<file path="config.mk">
export PLATFORM = sky130hd
export DESIGN_NAME = tx_line_interface
export DESIGN_NICKNAME = d
export VERILOG_FILES = /design/src/rtl/tx_line_pkg.sv /design/src/rtl/line_encoder.sv /design/src/rtl/tx_line_interface.sv
export SDC_FILE = /design/constraint.sdc
export NUM_CORES = 1
export LEC_CHECK = 0
export BUFFER_PORTS_ARGS = -buffer_cell sky130_fd_sc_hd__buf_4
export CORE_ASPECT_RATIO = 1.2
export CORE_UTILIZATION = 45
export DETAILED_ROUTE_END_ITERATION = 10
export GPL_TIMING_DRIVEN = 0
export PLACE_DENSITY = 0.79
export SLEW_MARGIN = 20
export SYNTH_ARGS = -nofsm -noshare
export SYNTH_HDL_FRONTEND = slang
export SYNTH_SLANG_ARGS = --single-unit
</file>
<file path="constraint.sdc">
create_clock -name hclk -period 1.8 [get_ports hclk]
set_input_delay 0.18 -clock hclk [delete_from_list [all_inputs] [get_ports hclk]]
set_output_delay 0.18 -clock hclk [all_outputs]
set_load 0.01 [all_outputs]
</file>
<file path="src/rtl/tx_line_pkg.sv">
// Shared constants and types for the transmit system interface and encoder.
// Assumes a 100 MHz hclk and an AHB-Lite register port carrying 32-bit words.
package tx_line_pkg;

  // Register indices; the byte address of each is four times its index
  localparam logic [7:0] IDX_TX_IFACE = 8'h02;
  localparam logic [7:0] IDX_TX_PULSE = 8'h03;
  localparam logic [7:0] IDX_STATUS   = 8'h04;
  localparam logic [7:0] IDX_GLOBAL   = 8'h40;

  // Field positions in tx_interface_config
  localparam int BIT_CODING_SEL = 0;
  localparam int BIT_RAIL_MODE  = 1;
  localparam int BIT_DATA_INV   = 2;
  localparam int BIT_EDGE_SEL   = 3;

  // Field positions in global_mode_config and in the status register
  localparam int BIT_STD_SEL    = 0;
  localparam int BIT_MISS_FLAG  = 0;
  localparam int BIT_MISS_MASK  = 1;
  localparam int BIT_CLK_ALIVE  = 2;

  // Values after reset
  localparam logic [3:0] RST_TX_IFACE = 4'h0;
  localparam logic [3:0] RST_TX_PULSE = 4'h0;
  localparam logic       RST_STD_SEL  = 1'h0;
  localparam logic       RST_MASK     = 1'h0;

  // Master clock cycles without a line clock edge that are still tolerated
  localparam logic [6:0] MISS_CLK_LIMIT = 7'h46;

  // Encoder look-ahead; eight zeros is the longest substituted run
  localparam int ENC_DEPTH = 8;

  typedef enum logic [1:0] {
    CODE_AMI  = 2'b00,
    CODE_B8ZS = 2'b01,
    CODE_HDB3 = 2'b10
  } coding_t;

  typedef enum logic [1:0] {
    SYM_ZERO = 2'b00,
    SYM_MARK = 2'b01,
    SYM_VIOL = 2'b10
  } sym_t;

  typedef enum logic [1:0] {
    SHAPE_PRESET    = 2'b00,
    SHAPE_BUILD_OUT = 2'b01,
    SHAPE_ARB       = 2'b10
  } shape_t;

  // One line symbol: pos is a positive pulse, neg a negative one
  typedef struct packed {
    logic pos;
    logic neg;
  } rail_pair_t;

endpackage

</file>
<file path="src/rtl/line_encoder.sv">
// Single-rail line encoder: AMI with optional B8ZS or HDB3 substitution.
// Assumes bit_en is a one-cycle pulse per data bit from the same clock.
`timescale 1ns/1ns
`default_nettype none
module line_encoder
  import tx_line_pkg::*;
(
  input  wire logic       hclk,
  input  wire logic       hresetn,
  input  wire logic       bit_en,
  input  wire logic       data_bit,
  input  wire coding_t    coding,
  output rail_pair_t      symbol
);

  typedef struct packed {
    sym_t [ENC_DEPTH-1:0] pipe;
    logic                 last_pos;
    logic                 odd_marks;
    rail_pair_t           out;
  } enc_state_t;

  enc_state_t st;
  enc_state_t next_st;

  // True when the newest n slots hold plain zeros
  function automatic logic all_zero(input sym_t [ENC_DEPTH-1:0] p, input int n);
    logic z;
    z = 1'b1;
    for (int i = 0; i < ENC_DEPTH; i++) begin
      if (i < n && p[i] != SYM_ZERO) begin
        z = 1'b0;
      end
    end
    return z;
  endfunction

  // Substitution is decided at the input end, polarity at the output end;
  // order is kept, so a violation always repeats the pulse just before it
  always_comb begin
    sym_t [ENC_DEPTH-1:0] p;
    p = st.pipe;
    next_st = st;
    if (bit_en) begin
      case (st.pipe[ENC_DEPTH-1])
        SYM_MARK: begin
          next_st.last_pos = !st.last_pos;
          next_st.out = '{pos: !st.last_pos, neg: st.last_pos};
        end
        SYM_VIOL: begin
          next_st.out = '{pos: st.last_pos, neg: !st.last_pos};
        end
        default: begin
          next_st.out = '{pos: 1'b0, neg: 1'b0};
        end
      endcase
      for (int i = ENC_DEPTH-1; i > 0; i--) begin
        p[i] = st.pipe[i-1];
      end
      p[0] = data_bit ? SYM_MARK : SYM_ZERO;
      if (coding == CODE_B8ZS && all_zero(p, 8)) begin
        // Eight zeros become 000VB0VB, oldest first
        p[4] = SYM_VIOL;
        p[3] = SYM_MARK;
        p[1] = SYM_VIOL;
        p[0] = SYM_MARK;
      end else if (coding == CODE_HDB3 && all_zero(p, 4)) begin
        // Four zeros become 000V or B00V to keep violations alternating
        if (!st.odd_marks) begin
          p[3] = SYM_MARK;
        end
        p[0] = SYM_VIOL;
        next_st.odd_marks = 1'b0;
      end else if (p[0] == SYM_MARK) begin
        next_st.odd_marks = !st.odd_marks;
      end
      next_st.pipe = p;
    end
  end

  always_ff @(posedge hclk or negedge hresetn) begin
    if (!hresetn) begin
      st <= '0;
    end else begin
      st <= next_st;
    end
  end

  assign symbol = st.out;

  // Plain marks leave with the polarity opposite to the pulse before
  a_mark_alternates: assert property (@(posedge hclk) disable iff (!hresetn)
    (bit_en && st.pipe[ENC_DEPTH-1] == SYM_MARK) |=> (st.out.pos == !$past(st.last_pos)))
    else $error("mark did not alternate polarity");

endmodule
`default_nettype wire

</file>
<file path="src/rtl/tx_line_interface.sv">
// Transmit system interface of one line channel: line clock sampling,
// rail and polarity selection, encoder, missing-clock watch, pulse select.
// Assumes one AHB-Lite master; line clock and data pins are asynchronous.
`timescale 1ns/1ns
`default_nettype none

module tx_line_interface
  import tx_line_pkg::*;
(
  input  wire logic        hclk,
  input  wire logic        hresetn,
  input  wire logic        hsel,
  input  wire logic [31:0] haddr,
  input  wire logic [1:0]  htrans,
  input  wire logic        hwrite,
  input  wire logic [2:0]  hsize,
  input  wire logic [31:0] hwdata,
  input  wire logic        hready,
  output logic             hreadyout,
  output logic             hresp,
  output logic [31:0]      hrdata,
  input  wire logic        tx_line_clock,
  input  wire logic        tx_data_pos_rail,
  input  wire logic        tx_data_neg_rail,
  output logic             line_pos_pulse,
  output logic             line_neg_pulse,
  output logic             line_standard_select,
  output logic [3:0]       pulse_template_select,
  output shape_t           shaper_method,
  output logic [1:0]       build_out_grade,
  output logic             miss_clock_irq
);

  typedef struct packed {
    // Pin synchronisers; index 0 is the first flop
    logic [2:0]  clk_s;
    logic [1:0]  pos_s;
    logic [1:0]  neg_s;
    // Software controls
    logic [3:0]  iface;
    logic [3:0]  pulse;
    logic        std_sel;
    logic        miss_mask;
    // Channel state
    logic        miss_flag;
    logic [6:0]  miss_cnt;
    logic        bit_en;
    logic        data_bit;
    logic        dp;
    logic        dn;
    // Registered outputs
    logic        line_pos;
    logic        line_neg;
    logic        std_out;
    logic [3:0]  tmpl;
    shape_t      shape;
    logic [1:0]  grade;
    logic        irq;
    // Bus slave
    logic        ph_valid;
    logic        ph_write;
    logic [23:0] ph_word;
    logic        rdy;
    logic [7:0]  rdata;
  } ch_state_t;

  ch_state_t  st;
  ch_state_t  next_st;
  rail_pair_t enc_symbol;
  coding_t    coding;
  logic       edge_any;
  logic       edge_act;

  // Register contents as seen by a read; unmapped words read as zero
  function automatic logic [7:0] read_word(input ch_state_t s, input logic [23:0] w);
    logic [7:0] r;
    r = 8'h00;
    if (w == {16'h0000, IDX_TX_IFACE}) begin
      r = {4'h0, s.iface};
    end else if (w == {16'h0000, IDX_TX_PULSE}) begin
      r = {4'h0, s.pulse};
    end else if (w == {16'h0000, IDX_STATUS}) begin
      r[BIT_MISS_FLAG] = s.miss_flag;
      r[BIT_MISS_MASK] = s.miss_mask;
      r[BIT_CLK_ALIVE] = (s.miss_cnt != MISS_CLK_LIMIT);
    end else if (w == {16'h0000, IDX_GLOBAL}) begin
      r[BIT_STD_SEL] = s.std_sel;
    end
    return r;
  endfunction

  // Shaping method from the pulse-select field
  function automatic shape_t shape_of(input logic [3:0] t);
    shape_t m;
    if (t[3:2] == 2'b11) begin
      m = SHAPE_ARB;
    end else if (t[3:2] == 2'b10) begin
      m = SHAPE_BUILD_OUT;
    end else begin
      m = SHAPE_PRESET;
    end
    return m;
  endfunction

  // Edges are found between the second and third flops, never the first
  assign edge_any = st.clk_s[1] ^ st.clk_s[2];
  assign edge_act = edge_any && (st.clk_s[1] == !st.iface[BIT_EDGE_SEL]);

  // Coding bit 0 selects plain AMI; when clear, the standard picks which substitution
  always_comb begin
    if (st.iface[BIT_CODING_SEL]) begin
      coding = CODE_AMI;
    end else if (st.std_sel) begin
      coding = CODE_B8ZS;
    end else begin
      coding = CODE_HDB3;
    end
  end

  line_encoder encoder (
    .hclk     (hclk),
    .hresetn  (hresetn),
    .bit_en   (st.bit_en && !st.iface[BIT_RAIL_MODE]),
    .data_bit (st.data_bit),
    .coding   (coding),
    .symbol   (enc_symbol)
  );

  // Whole next state of the channel and its bus slave
  always_comb begin
    logic clr_req;
    clr_req = 1'b0;
    next_st = st;

    // Pins pass two flops before any logic looks at them
    next_st.clk_s = {st.clk_s[1:0], tx_line_clock};
    next_st.pos_s = {st.pos_s[0], tx_data_pos_rail};
    next_st.neg_s = {st.neg_s[0], tx_data_neg_rail};

    // Sample on the chosen edge, with the chosen polarity
    next_st.bit_en = edge_act;
    if (edge_act) begin
      next_st.data_bit = st.pos_s[1] ^ st.iface[BIT_DATA_INV];
      next_st.dp = st.pos_s[1] ^ st.iface[BIT_DATA_INV];
      next_st.dn = st.neg_s[1] ^ st.iface[BIT_DATA_INV];
    end

    // Dual rail skips the encoder; a positive rail mark is a negative pulse
    if (st.iface[BIT_RAIL_MODE]) begin
      next_st.line_pos = !st.dp && st.dn;
      next_st.line_neg = st.dp && !st.dn;
    end else begin
      next_st.line_pos = enc_symbol.pos;
      next_st.line_neg = enc_symbol.neg;
    end

    // Counter saturates at the limit so a dead clock costs no power
    if (edge_any) begin
      next_st.miss_cnt = 7'h00;
    end else if (st.miss_cnt != MISS_CLK_LIMIT) begin
      next_st.miss_cnt = st.miss_cnt + 7'h01;
    end

    // Pulse shaping selection follows the software field
    next_st.std_out = st.std_sel;
    next_st.tmpl = st.pulse;
    next_st.shape = shape_of(st.pulse);
    next_st.grade = st.pulse[1:0];

    // Bus: writes land in the data phase; reads wait one cycle for data
    if (st.rdy) begin
      if (st.ph_valid && st.ph_write) begin
        if (st.ph_word == {16'h0000, IDX_TX_IFACE}) begin
          next_st.iface = hwdata[3:0];
        end else if (st.ph_word == {16'h0000, IDX_TX_PULSE}) begin
          next_st.pulse = hwdata[3:0];
        end else if (st.ph_word == {16'h0000, IDX_STATUS}) begin
          clr_req = hwdata[BIT_MISS_FLAG];
          next_st.miss_mask = hwdata[BIT_MISS_MASK];
        end else if (st.ph_word == {16'h0000, IDX_GLOBAL}) begin
          next_st.std_sel = hwdata[BIT_STD_SEL];
        end
      end
      next_st.ph_valid = hready && hsel && htrans[1];
      next_st.ph_write = hwrite;
      next_st.ph_word = haddr[25:2];
      next_st.rdy = !(hready && hsel && htrans[1] && !hwrite);
    end else begin
      next_st.rdata = read_word(st, st.ph_word);
      next_st.rdy = 1'b1;
      next_st.ph_valid = 1'b0;
    end

    // A missing clock that appears while software clears still sticks
    if (st.miss_cnt == MISS_CLK_LIMIT && !edge_any) begin
      next_st.miss_flag = 1'b1;
    end else if (clr_req) begin
      next_st.miss_flag = 1'b0;
    end
    next_st.irq = st.miss_flag && !st.miss_mask;
  end

  // Only constants under reset; the controls start in E1, single rail
  always_ff @(posedge hclk or negedge hresetn) begin
    if (!hresetn) begin
      st <= '0;
      st.iface <= RST_TX_IFACE;
      st.pulse <= RST_TX_PULSE;
      st.std_sel <= RST_STD_SEL;
      st.miss_mask <= RST_MASK;
      st.rdy <= 1'b1;
      st.shape <= SHAPE_PRESET;
    end else begin
      st <= next_st;
    end
  end

  // Every output except hresp and the upper 24 bits of hrdata, which are tied low, is a flop of the state
  assign hreadyout = st.rdy;
  assign hresp = 1'b0;
  assign hrdata = {24'h000000, st.rdata};
  assign line_pos_pulse = st.line_pos;
  assign line_neg_pulse = st.line_neg;
  assign line_standard_select = st.std_out;
  assign pulse_template_select = st.tmpl;
  assign shaper_method = st.shape;
  assign build_out_grade = st.grade;
  assign miss_clock_irq = st.irq;

  // A write to the global register shows on the standard output two edges on
  a_std_follows_write: assert property (@(posedge hclk) disable iff (!hresetn)
    (st.rdy && st.ph_valid && st.ph_write && st.ph_word == {16'h0000, IDX_GLOBAL})
    |-> ##2 (line_standard_select == $past(hwdata[BIT_STD_SEL], 2)))
    else $error("standard select did not follow the write");

  // The flag rises on the cycle after the limit is passed with no edge
  a_miss_flag_set: assert property (@(posedge hclk) disable iff (!hresetn)
    (st.miss_cnt == MISS_CLK_LIMIT && !edge_any) |=> st.miss_flag)
    else $error("missing clock not flagged");

  // The flag never rises while the line clock is still toggling in time
  a_miss_no_false: assert property (@(posedge hclk) disable iff (!hresetn)
    $rose(st.miss_flag) |-> $past(st.miss_cnt) == MISS_CLK_LIMIT)
    else $error("missing clock flagged too early");

  // A masked event never reaches the interrupt pin
  a_irq_masked: assert property (@(posedge hclk) disable iff (!hresetn)
    (st.miss_mask || !st.miss_flag) |=> !miss_clock_irq)
    else $error("interrupt raised while masked or idle");

  // Samples are taken only on the selected edge
  a_edge_select: assert property (@(posedge hclk) disable iff (!hresetn)
    st.bit_en |-> ($past(st.clk_s[1]) != $past(st.clk_s[2]))
      && ($past(st.clk_s[1]) == !$past(st.iface[BIT_EDGE_SEL])))
    else $error("sample taken on the wrong edge");

  // Single rail data is the data pin with the selected polarity
  a_invert_data: assert property (@(posedge hclk) disable iff (!hresetn)
    st.bit_en |-> st.data_bit == ($past(st.pos_s[1]) ^ $past(st.iface[BIT_DATA_INV])))
    else $error("sampled data polarity wrong");

  // Single rail drives the line from the encoder only
  a_single_rail: assert property (@(posedge hclk) disable iff (!hresetn)
    !st.iface[BIT_RAIL_MODE] |=> ({line_pos_pulse, line_neg_pulse} == $past(enc_symbol)))
    else $error("single rail output not from encoder");

  // Dual rail maps the two rails straight to the opposite pulse polarity
  a_dual_rail_map: assert property (@(posedge hclk) disable iff (!hresetn)
    st.iface[BIT_RAIL_MODE] |=> (line_neg_pulse == $past(st.dp && !st.dn))
      && (line_pos_pulse == $past(!st.dp && st.dn)))
    else $error("dual rail pulse mapping wrong");

  // Pulse-select 11xx always picks the arbitrary waveform
  a_arb_select: assert property (@(posedge hclk) disable iff (!hresetn)
    (st.pulse[3:2] == 2'b11) |=> (shaper_method == SHAPE_ARB))
    else $error("arbitrary waveform not selected");

  // A read costs exactly one wait state
  a_read_wait: assert property (@(posedge hclk) disable iff (!hresetn)
    (st.rdy && hsel && htrans[1] && !hwrite) |=> !hreadyout ##1 hreadyout)
    else $error("read wait state wrong");

  c_missing_clock: cover property (@(posedge hclk) disable iff (!hresetn)
    $rose(miss_clock_irq));
  c_dual_rail_pulse: cover property (@(posedge hclk) disable iff (!hresetn)
    st.iface[BIT_RAIL_MODE] && line_neg_pulse);
  c_encoded_mark: cover property (@(posedge hclk) disable iff (!hresetn)
    !st.iface[BIT_RAIL_MODE] && line_pos_pulse ##[1:40] line_neg_pulse);
  c_build_out: cover property (@(posedge hclk) disable iff (!hresetn)
    shaper_method == SHAPE_BUILD_OUT);

endmodule
`default_nettype wire

</file>
# [After elaboration in Yosys (flattened, before gate mapping)]
# Cells that the tools add are included.
[word_totals] elab_cells=141 ff_bits=95 out_inout_bits=46
[op_classes] n_reduce_logical=39 add_sub_neg=1 n_eq_ne=14 bitwise_logic=7 n_mux=44
[ops] cell="$eq A24 B2 Y1 const B" count=2
[ops] cell="$mux W1" count=27
[ops] cell="$eq A24 B3 Y1 const B" count=1
[ops] cell="$eq A24 B7 Y1 const B" count=1
[ops] cell="$mux W2" count=12
[ops] cell="$reduce_bool A2 Y1" count=11
[ops] cell="$mux W7" count=2
[ops] cell="$logic_and A1 B1 Y1" count=12
[ops] cell="$logic_not A1 Y1" count=10
[ops] cell="$eq A2 B2 Y1 const B" count=4
[ops] cell="$add A7 B1 Y7 const B" count=1
[ops] cell="$eq A7 B7 Y1 const B" count=1
[ops] cell="$ne A7 B7 Y1 const B" count=1
[ops] cell="$eq A2 B1 Y1 const B" count=3
[ops] cell="$reduce_and A3 Y1" count=2
[ops] cell="$reduce_and A6 Y1" count=1
[ops] cell="$reduce_and A5 Y1" count=1
[ops] cell="$mux W4" count=1
[ops] cell="$not A1 Y1" count=4
[ops] cell="$pmux W2 S2" count=1
[ops] cell="$reduce_and A4 Y1" count=1
[ops] cell="$mux W3" count=1
[ops] cell="$xor A1 B1 Y1" count=3
[ops] cell="$reduce_and A2 Y1" count=1
[ops] cell="$eq A1 B1 Y1" count=1

# [Logic depth before layout (Yosys ltp)]
[logic_depth] ltp_word=17 depth_mapped=6

# [Modules after synthesis]
# From an unflattened synthesis, not the netlist that was laid out.
[unflattened] cells_unflattened=309 hier_area_um2=3962.6
[by_module_without_submodules] mod="tx_line_interface" area_each_um2=3106.7 instances=1 cells_per_inst=245 seq_area_each_um2=1727.9
[by_module_without_submodules] mod="line_encoder" area_each_um2=855.8 instances=1 cells_per_inst=64 seq_area_each_um2=500.5

# [Worst setup path before layout]
# No wires, ideal clock.
[synth_path] kind="register -> register" start="register st[27] (netlist bit)" end="register st[65] (netlist bit)" stages_incl_launch_ff=6 n_path_buf=1 arrival_ps=1630 slack_ps=46 setup_time_ps=125 cell_sequence="dfrtp_1 nor4_1 nand3_1 clkbuf_1 nor3_2 mux2_2"
[synth_between] elab_chain_len=2
[synth_lines] element="from (decl)" line="tx_line_interface.sv:67" text="ch_state_t st;"
[synth_lines] element="from (signal assigned)" line="tx_line_interface.sv:214" text="st <= next_st;"
[synth_lines] element="$eq A24 B2 Y1" line="tx_line_interface.sv:173" text="if (st.ph_word == {16'h0000, IDX_TX_IFACE}) begin"
[synth_lines] element="$reduce_and A3 Y1 (no line)"
# No other way between the ends.
# A chain may end at the register's enable or synchronous reset.

# [Worst setup path after layout]
[layout_path] start="register st[11] (netlist bit)" end="register st, in the netlist hrdata[2]"
[layout_between] elab_chain_len=4 word_cells_on_any_way=6
[layout_lines] element="$eq A24 B3 Y1" line="tx_line_interface.sv:82" text="end else if (w == {16'h0000, IDX_STATUS}) begin"
[layout_lines] element="$mux W2" line="tx_line_interface.sv:82"
[layout_lines] element="$mux W3" line="tx_line_interface.sv:80" text="end else if (w == {16'h0000, IDX_TX_PULSE}) begin"
[layout_lines] element="$mux W4 *" line="tx_line_interface.sv:78" text="if (w == {16'h0000, IDX_TX_IFACE}) begin"
# Mark *: on every way between the ends. The rest lies on a longest branch, timed or not.

==> impl_metrics.csv <==
group,metric,value,unit
synthesis,syn_area_per_cell,11.6,sq um
global_route,grt_max_degree,90,
routing,wl,7630,microns
global_route,gr-usage-all-layers,18.2,%
clocking,cts_tree,"done",
flow_run,max-cap-violations,0,
clocking,clockBufferDepth,2,
pwr,ir_drop,487,uV
sta,fin_worst_skew,0.00775,ns
clocking,cts_buffers,9,
placement,numPortBuffers,53,
clocking,cts.sinks,89,
sta,grt_setup_unrepaired,"yes",
worst_hold_path,whs_path_depth,2,
pwr,cellPowerDensity,822,nW/um^2
placement,placedInstanceArea,4560,sq um
critical_path,r2r_slack,-0.008,ns
worst_hold_path,hold_path_end,"hreadyout",
synthesis,synth_edf_count,0,
finish,fillers,703,
finish,stdcell_count,560,
sta,setup_viol,4,
global_route,grt_pass1_vias,2757,
synthesis,synthSimpleGateAreaFrac,14.1,%
critical_path,crit_path_end_kind,"register",
worst_hold_path,min-delay-path-class,"primary input to register",
placement,place_inst,532,
global_route,grt_pass1_wl,12700,microns
routing,drcViolationCount,0,
synthesis,syn_area,3920,sq um
routing,ant_nets,0,
finish,synthToLayoutAreaGrowth,27.1,%
worst_hold_path,worstHoldStart,"hwrite",
sta,fmax,553,MHz
synthesis,yosysUniqueCellTypes,49,
synthesis,yosys_warnings,0,
die,core,8290,sq um
critical_path,r2r-end,"hrdata[2]",
synthesis,async_flop_share,100,%
finish,fin_area,4980,sq um
synthesis,synth_compound_area_share,6.70,%
routing,vias,2738,
run_status,violations,"setup timing",
critical_path,worstPathCellList,"or3b_4 -> or3_4 -> or4_4 -> o211a_1",
routing,firstDrtPassIters,4,
pwr,total_power,4.10,mW
run_status,status,"finished, violations left",
synthesis,syn-instance-count,337,
synthesis,post_synth_fa_ha_maj_area_fraction,0.639,%
critical_path,cp.required,2.05,ns
synthesis,yosysSeqAreaShare,56.9,%
critical_path,cp_slowest_stage_delay,0.43,ns
routing,drt_iter0_drc,157,
die,io_pins,123,
critical_path,setup.worst_path.class,"register to register",
critical_path,crit_path_start_kind,"register",
pwr,leakagePower,2.40,nW
synthesis,muxShareOfSynthArea,10.3,%
finish,nets,520,
critical_path,crit_slowest_cell,"or4_4",
placement,dp_hpwl,5310,microns
sta,finalHoldViolCount,0,
sta,post-route-period-util,100,%
die,die-width,87.2,microns
clocking,clock_latency,0.36,ns
routing,wire_per_inst,13.6,microns
synthesis,synth_top_family_by_area,"simple AND/OR/NAND/NOR gates",
sta,worst_slack,-0.00783,ns
critical_path,worstRegToRegCells,4,
die,die_h,104,microns
finish,drive_gt1_share,39.7,%
routing,viasPerCell,4.89,
global_route,gr-total-overflow,0,
die,rows,36,
finish,antenna_cells,0,
critical_path,worstReg2RegStart,"st[11]",
critical_path,crit_arrival,2.06,ns
clocking,htree_num_levels,3,
placement,dp_worst_setup_slack,-0.342,ns
sta,final_max_slew_viol_count,0,
clocking,path_clk_slew,0.08,ns
placement,gp_congestion,0.804,
sta,maxSlewHeadroom,47.9,%
critical_path,crit_fanout,3,
die,die-area,9090,sq um
sta,min_period,1.81,ns
global_route,antenna_found_initial,0,
clocking,cts-root-buf,"clkbuf_8",
synthesis,ys_ff_latch,89,
synthesis,synth_flop_cell,"dfrtp_1",
die,initial_core_util,47.3,%
synthesis,synth-xor-area-share,1.56,%
sta,worstMarginPinSlew,0.781,ns
metrics by stage:
stage	util, %	hold slack, ns	setup TNS, ns
after detailed placement	55.1	0.290	-5.25
after global routing	60.1	0.0164	-0.956
after floorplan	-	-0.116	0
final	60.1	0.0220	-0.0235
after global placement	55.1	0.291	-3.99
after CTS	58.9	0.0208	-0.435
sequential cells by signal, summed over array words and instances (netlist names), 2 cells and up:
name	count
encoder.st	18
encoder.symbol	2
hrdata	4
next_st	9
pulse_template_select	3
shaper_method	2
st	45
final cells by class:
cell class | count | area, sq um | share of cell area [%]
clock inverters | 5 | 31.3 | 0.628
repair buffers | 65 | 509 | 10.2
inverters | 6 | 22.5 | 0.452
clock buffers | 11 | 141 | 2.84
well taps | 114 | 143 | 2.86
multi-input cells | 218 | 1530 | 30.7
plain buffers | 52 | 375 | 7.53
flip-flops and latches | 89 | 2230 | 44.7
kinds of logic after synthesis:
kind of cell / Yosys count
AND/OR/NAND/NOR: 104
adder cells (fa/ha/maj): 2
flip-flops: 89
AO/OA/AOI/OAI: 40
other: 1
buffers and inverters: 58
multiplexers: 36
XOR/XNOR: 7
repair_timing:
action / CTS / global route
setup endpoints to repair: 43 / 42
gates cloned: 0 / 0
endpoints found under the hold margin: 3 / 88
pin swaps: 6 / 4
buffers inserted: 8 / 0
gates resized for setup: 14 / 22
hold buffers: 3 / 1
critical path, delay by kind of cell (launching register included):
family           cells  cell delay, ns
AO/OA/AOI/OAI        1            0.13
flip-flops           1            0.40
AND/OR/NAND/NOR      3            1.17
per-layer routing:
metal  vias to the layer above  part of all wire, %  global-route usage [%]
li1                       1303                    -                       -
met1                      1340                   41                    21.9
met2                        80                   52                    30.8
met3                        15                  5.4                    5.16
met4                         0                  1.7                    6.91
met5                         -                    0                       0
where the power goes:
part	internal (mW)	switching, mW
sequential	2.18	0.140
combinational	0.300	0.258
clock	0.535	0.685
total	3.01	1.08
cells in the mapped netlist, drive strengths merged (2+ instances only):
library cell,instances,area [sq um]
dfrtp,88,2200
buf,46,335
nand2,45,169
mux2,34,383
o21ai,16,80.1
nor4,10,77.6
nor2,8,30.0
a21oi,6,30.0
clkbuf,6,22.5
inv,6,22.5
nor2b,6,37.5
nand2b,5,31.3
nand3,5,25.0
nor3,5,30.0
xnor2,5,43.8
a211oi,4,30.0
or4,4,30.0
nand3b,3,22.5
nor4b,3,26.3
and2,2,12.5
ha,2,25.0
mux2i,2,20.0
o211a,2,20.0
o22a,2,17.5
o31ai,2,15.0
or3,2,12.5
xor2,2,17.5
layout by cell type, fill, tap and decap left out, drive strengths merged, types with 3 or more instances in the layout:
cell type | netlist | layout
buf | 46 | 107
dfrtp | 88 | 88
nand2 | 45 | 45
mux2 | 34 | 34
conb | 1 | 29
clkbuf | 6 | 17
o21ai | 16 | 16
nor4 | 10 | 10
nor2 | 8 | 8
inv | 6 | 6
nor2b | 6 | 6
a21oi | 6 | 6
nand2b | 5 | 5
xnor2 | 5 | 5
nand3 | 5 | 5
nor3 | 5 | 5
a211oi | 4 | 4
dlygate4sd3 | 0 | 4
or4 | 4 | 4
clkinv | 0 | 4
nand3b | 3 | 3
nor4b | 3 | 3
worst max-delay path by stage:
stage                     slack, ns   start  depth (start not counted)          end
after floorplan                0.05  st[27]                          5       st[65]
after global placement        -0.31  st[27]                          5       st[66]
after detailed placement      -0.34  st[27]                          5       st[66]
after CTS                     -0.11  st[23]                          6  next_st[43]
after global routing          -0.11  st[12]                          6  next_st[37]
final                        -0.008  st[11]                          4    hrdata[2]
Note: power is estimated with default switching activity, not from simulation.
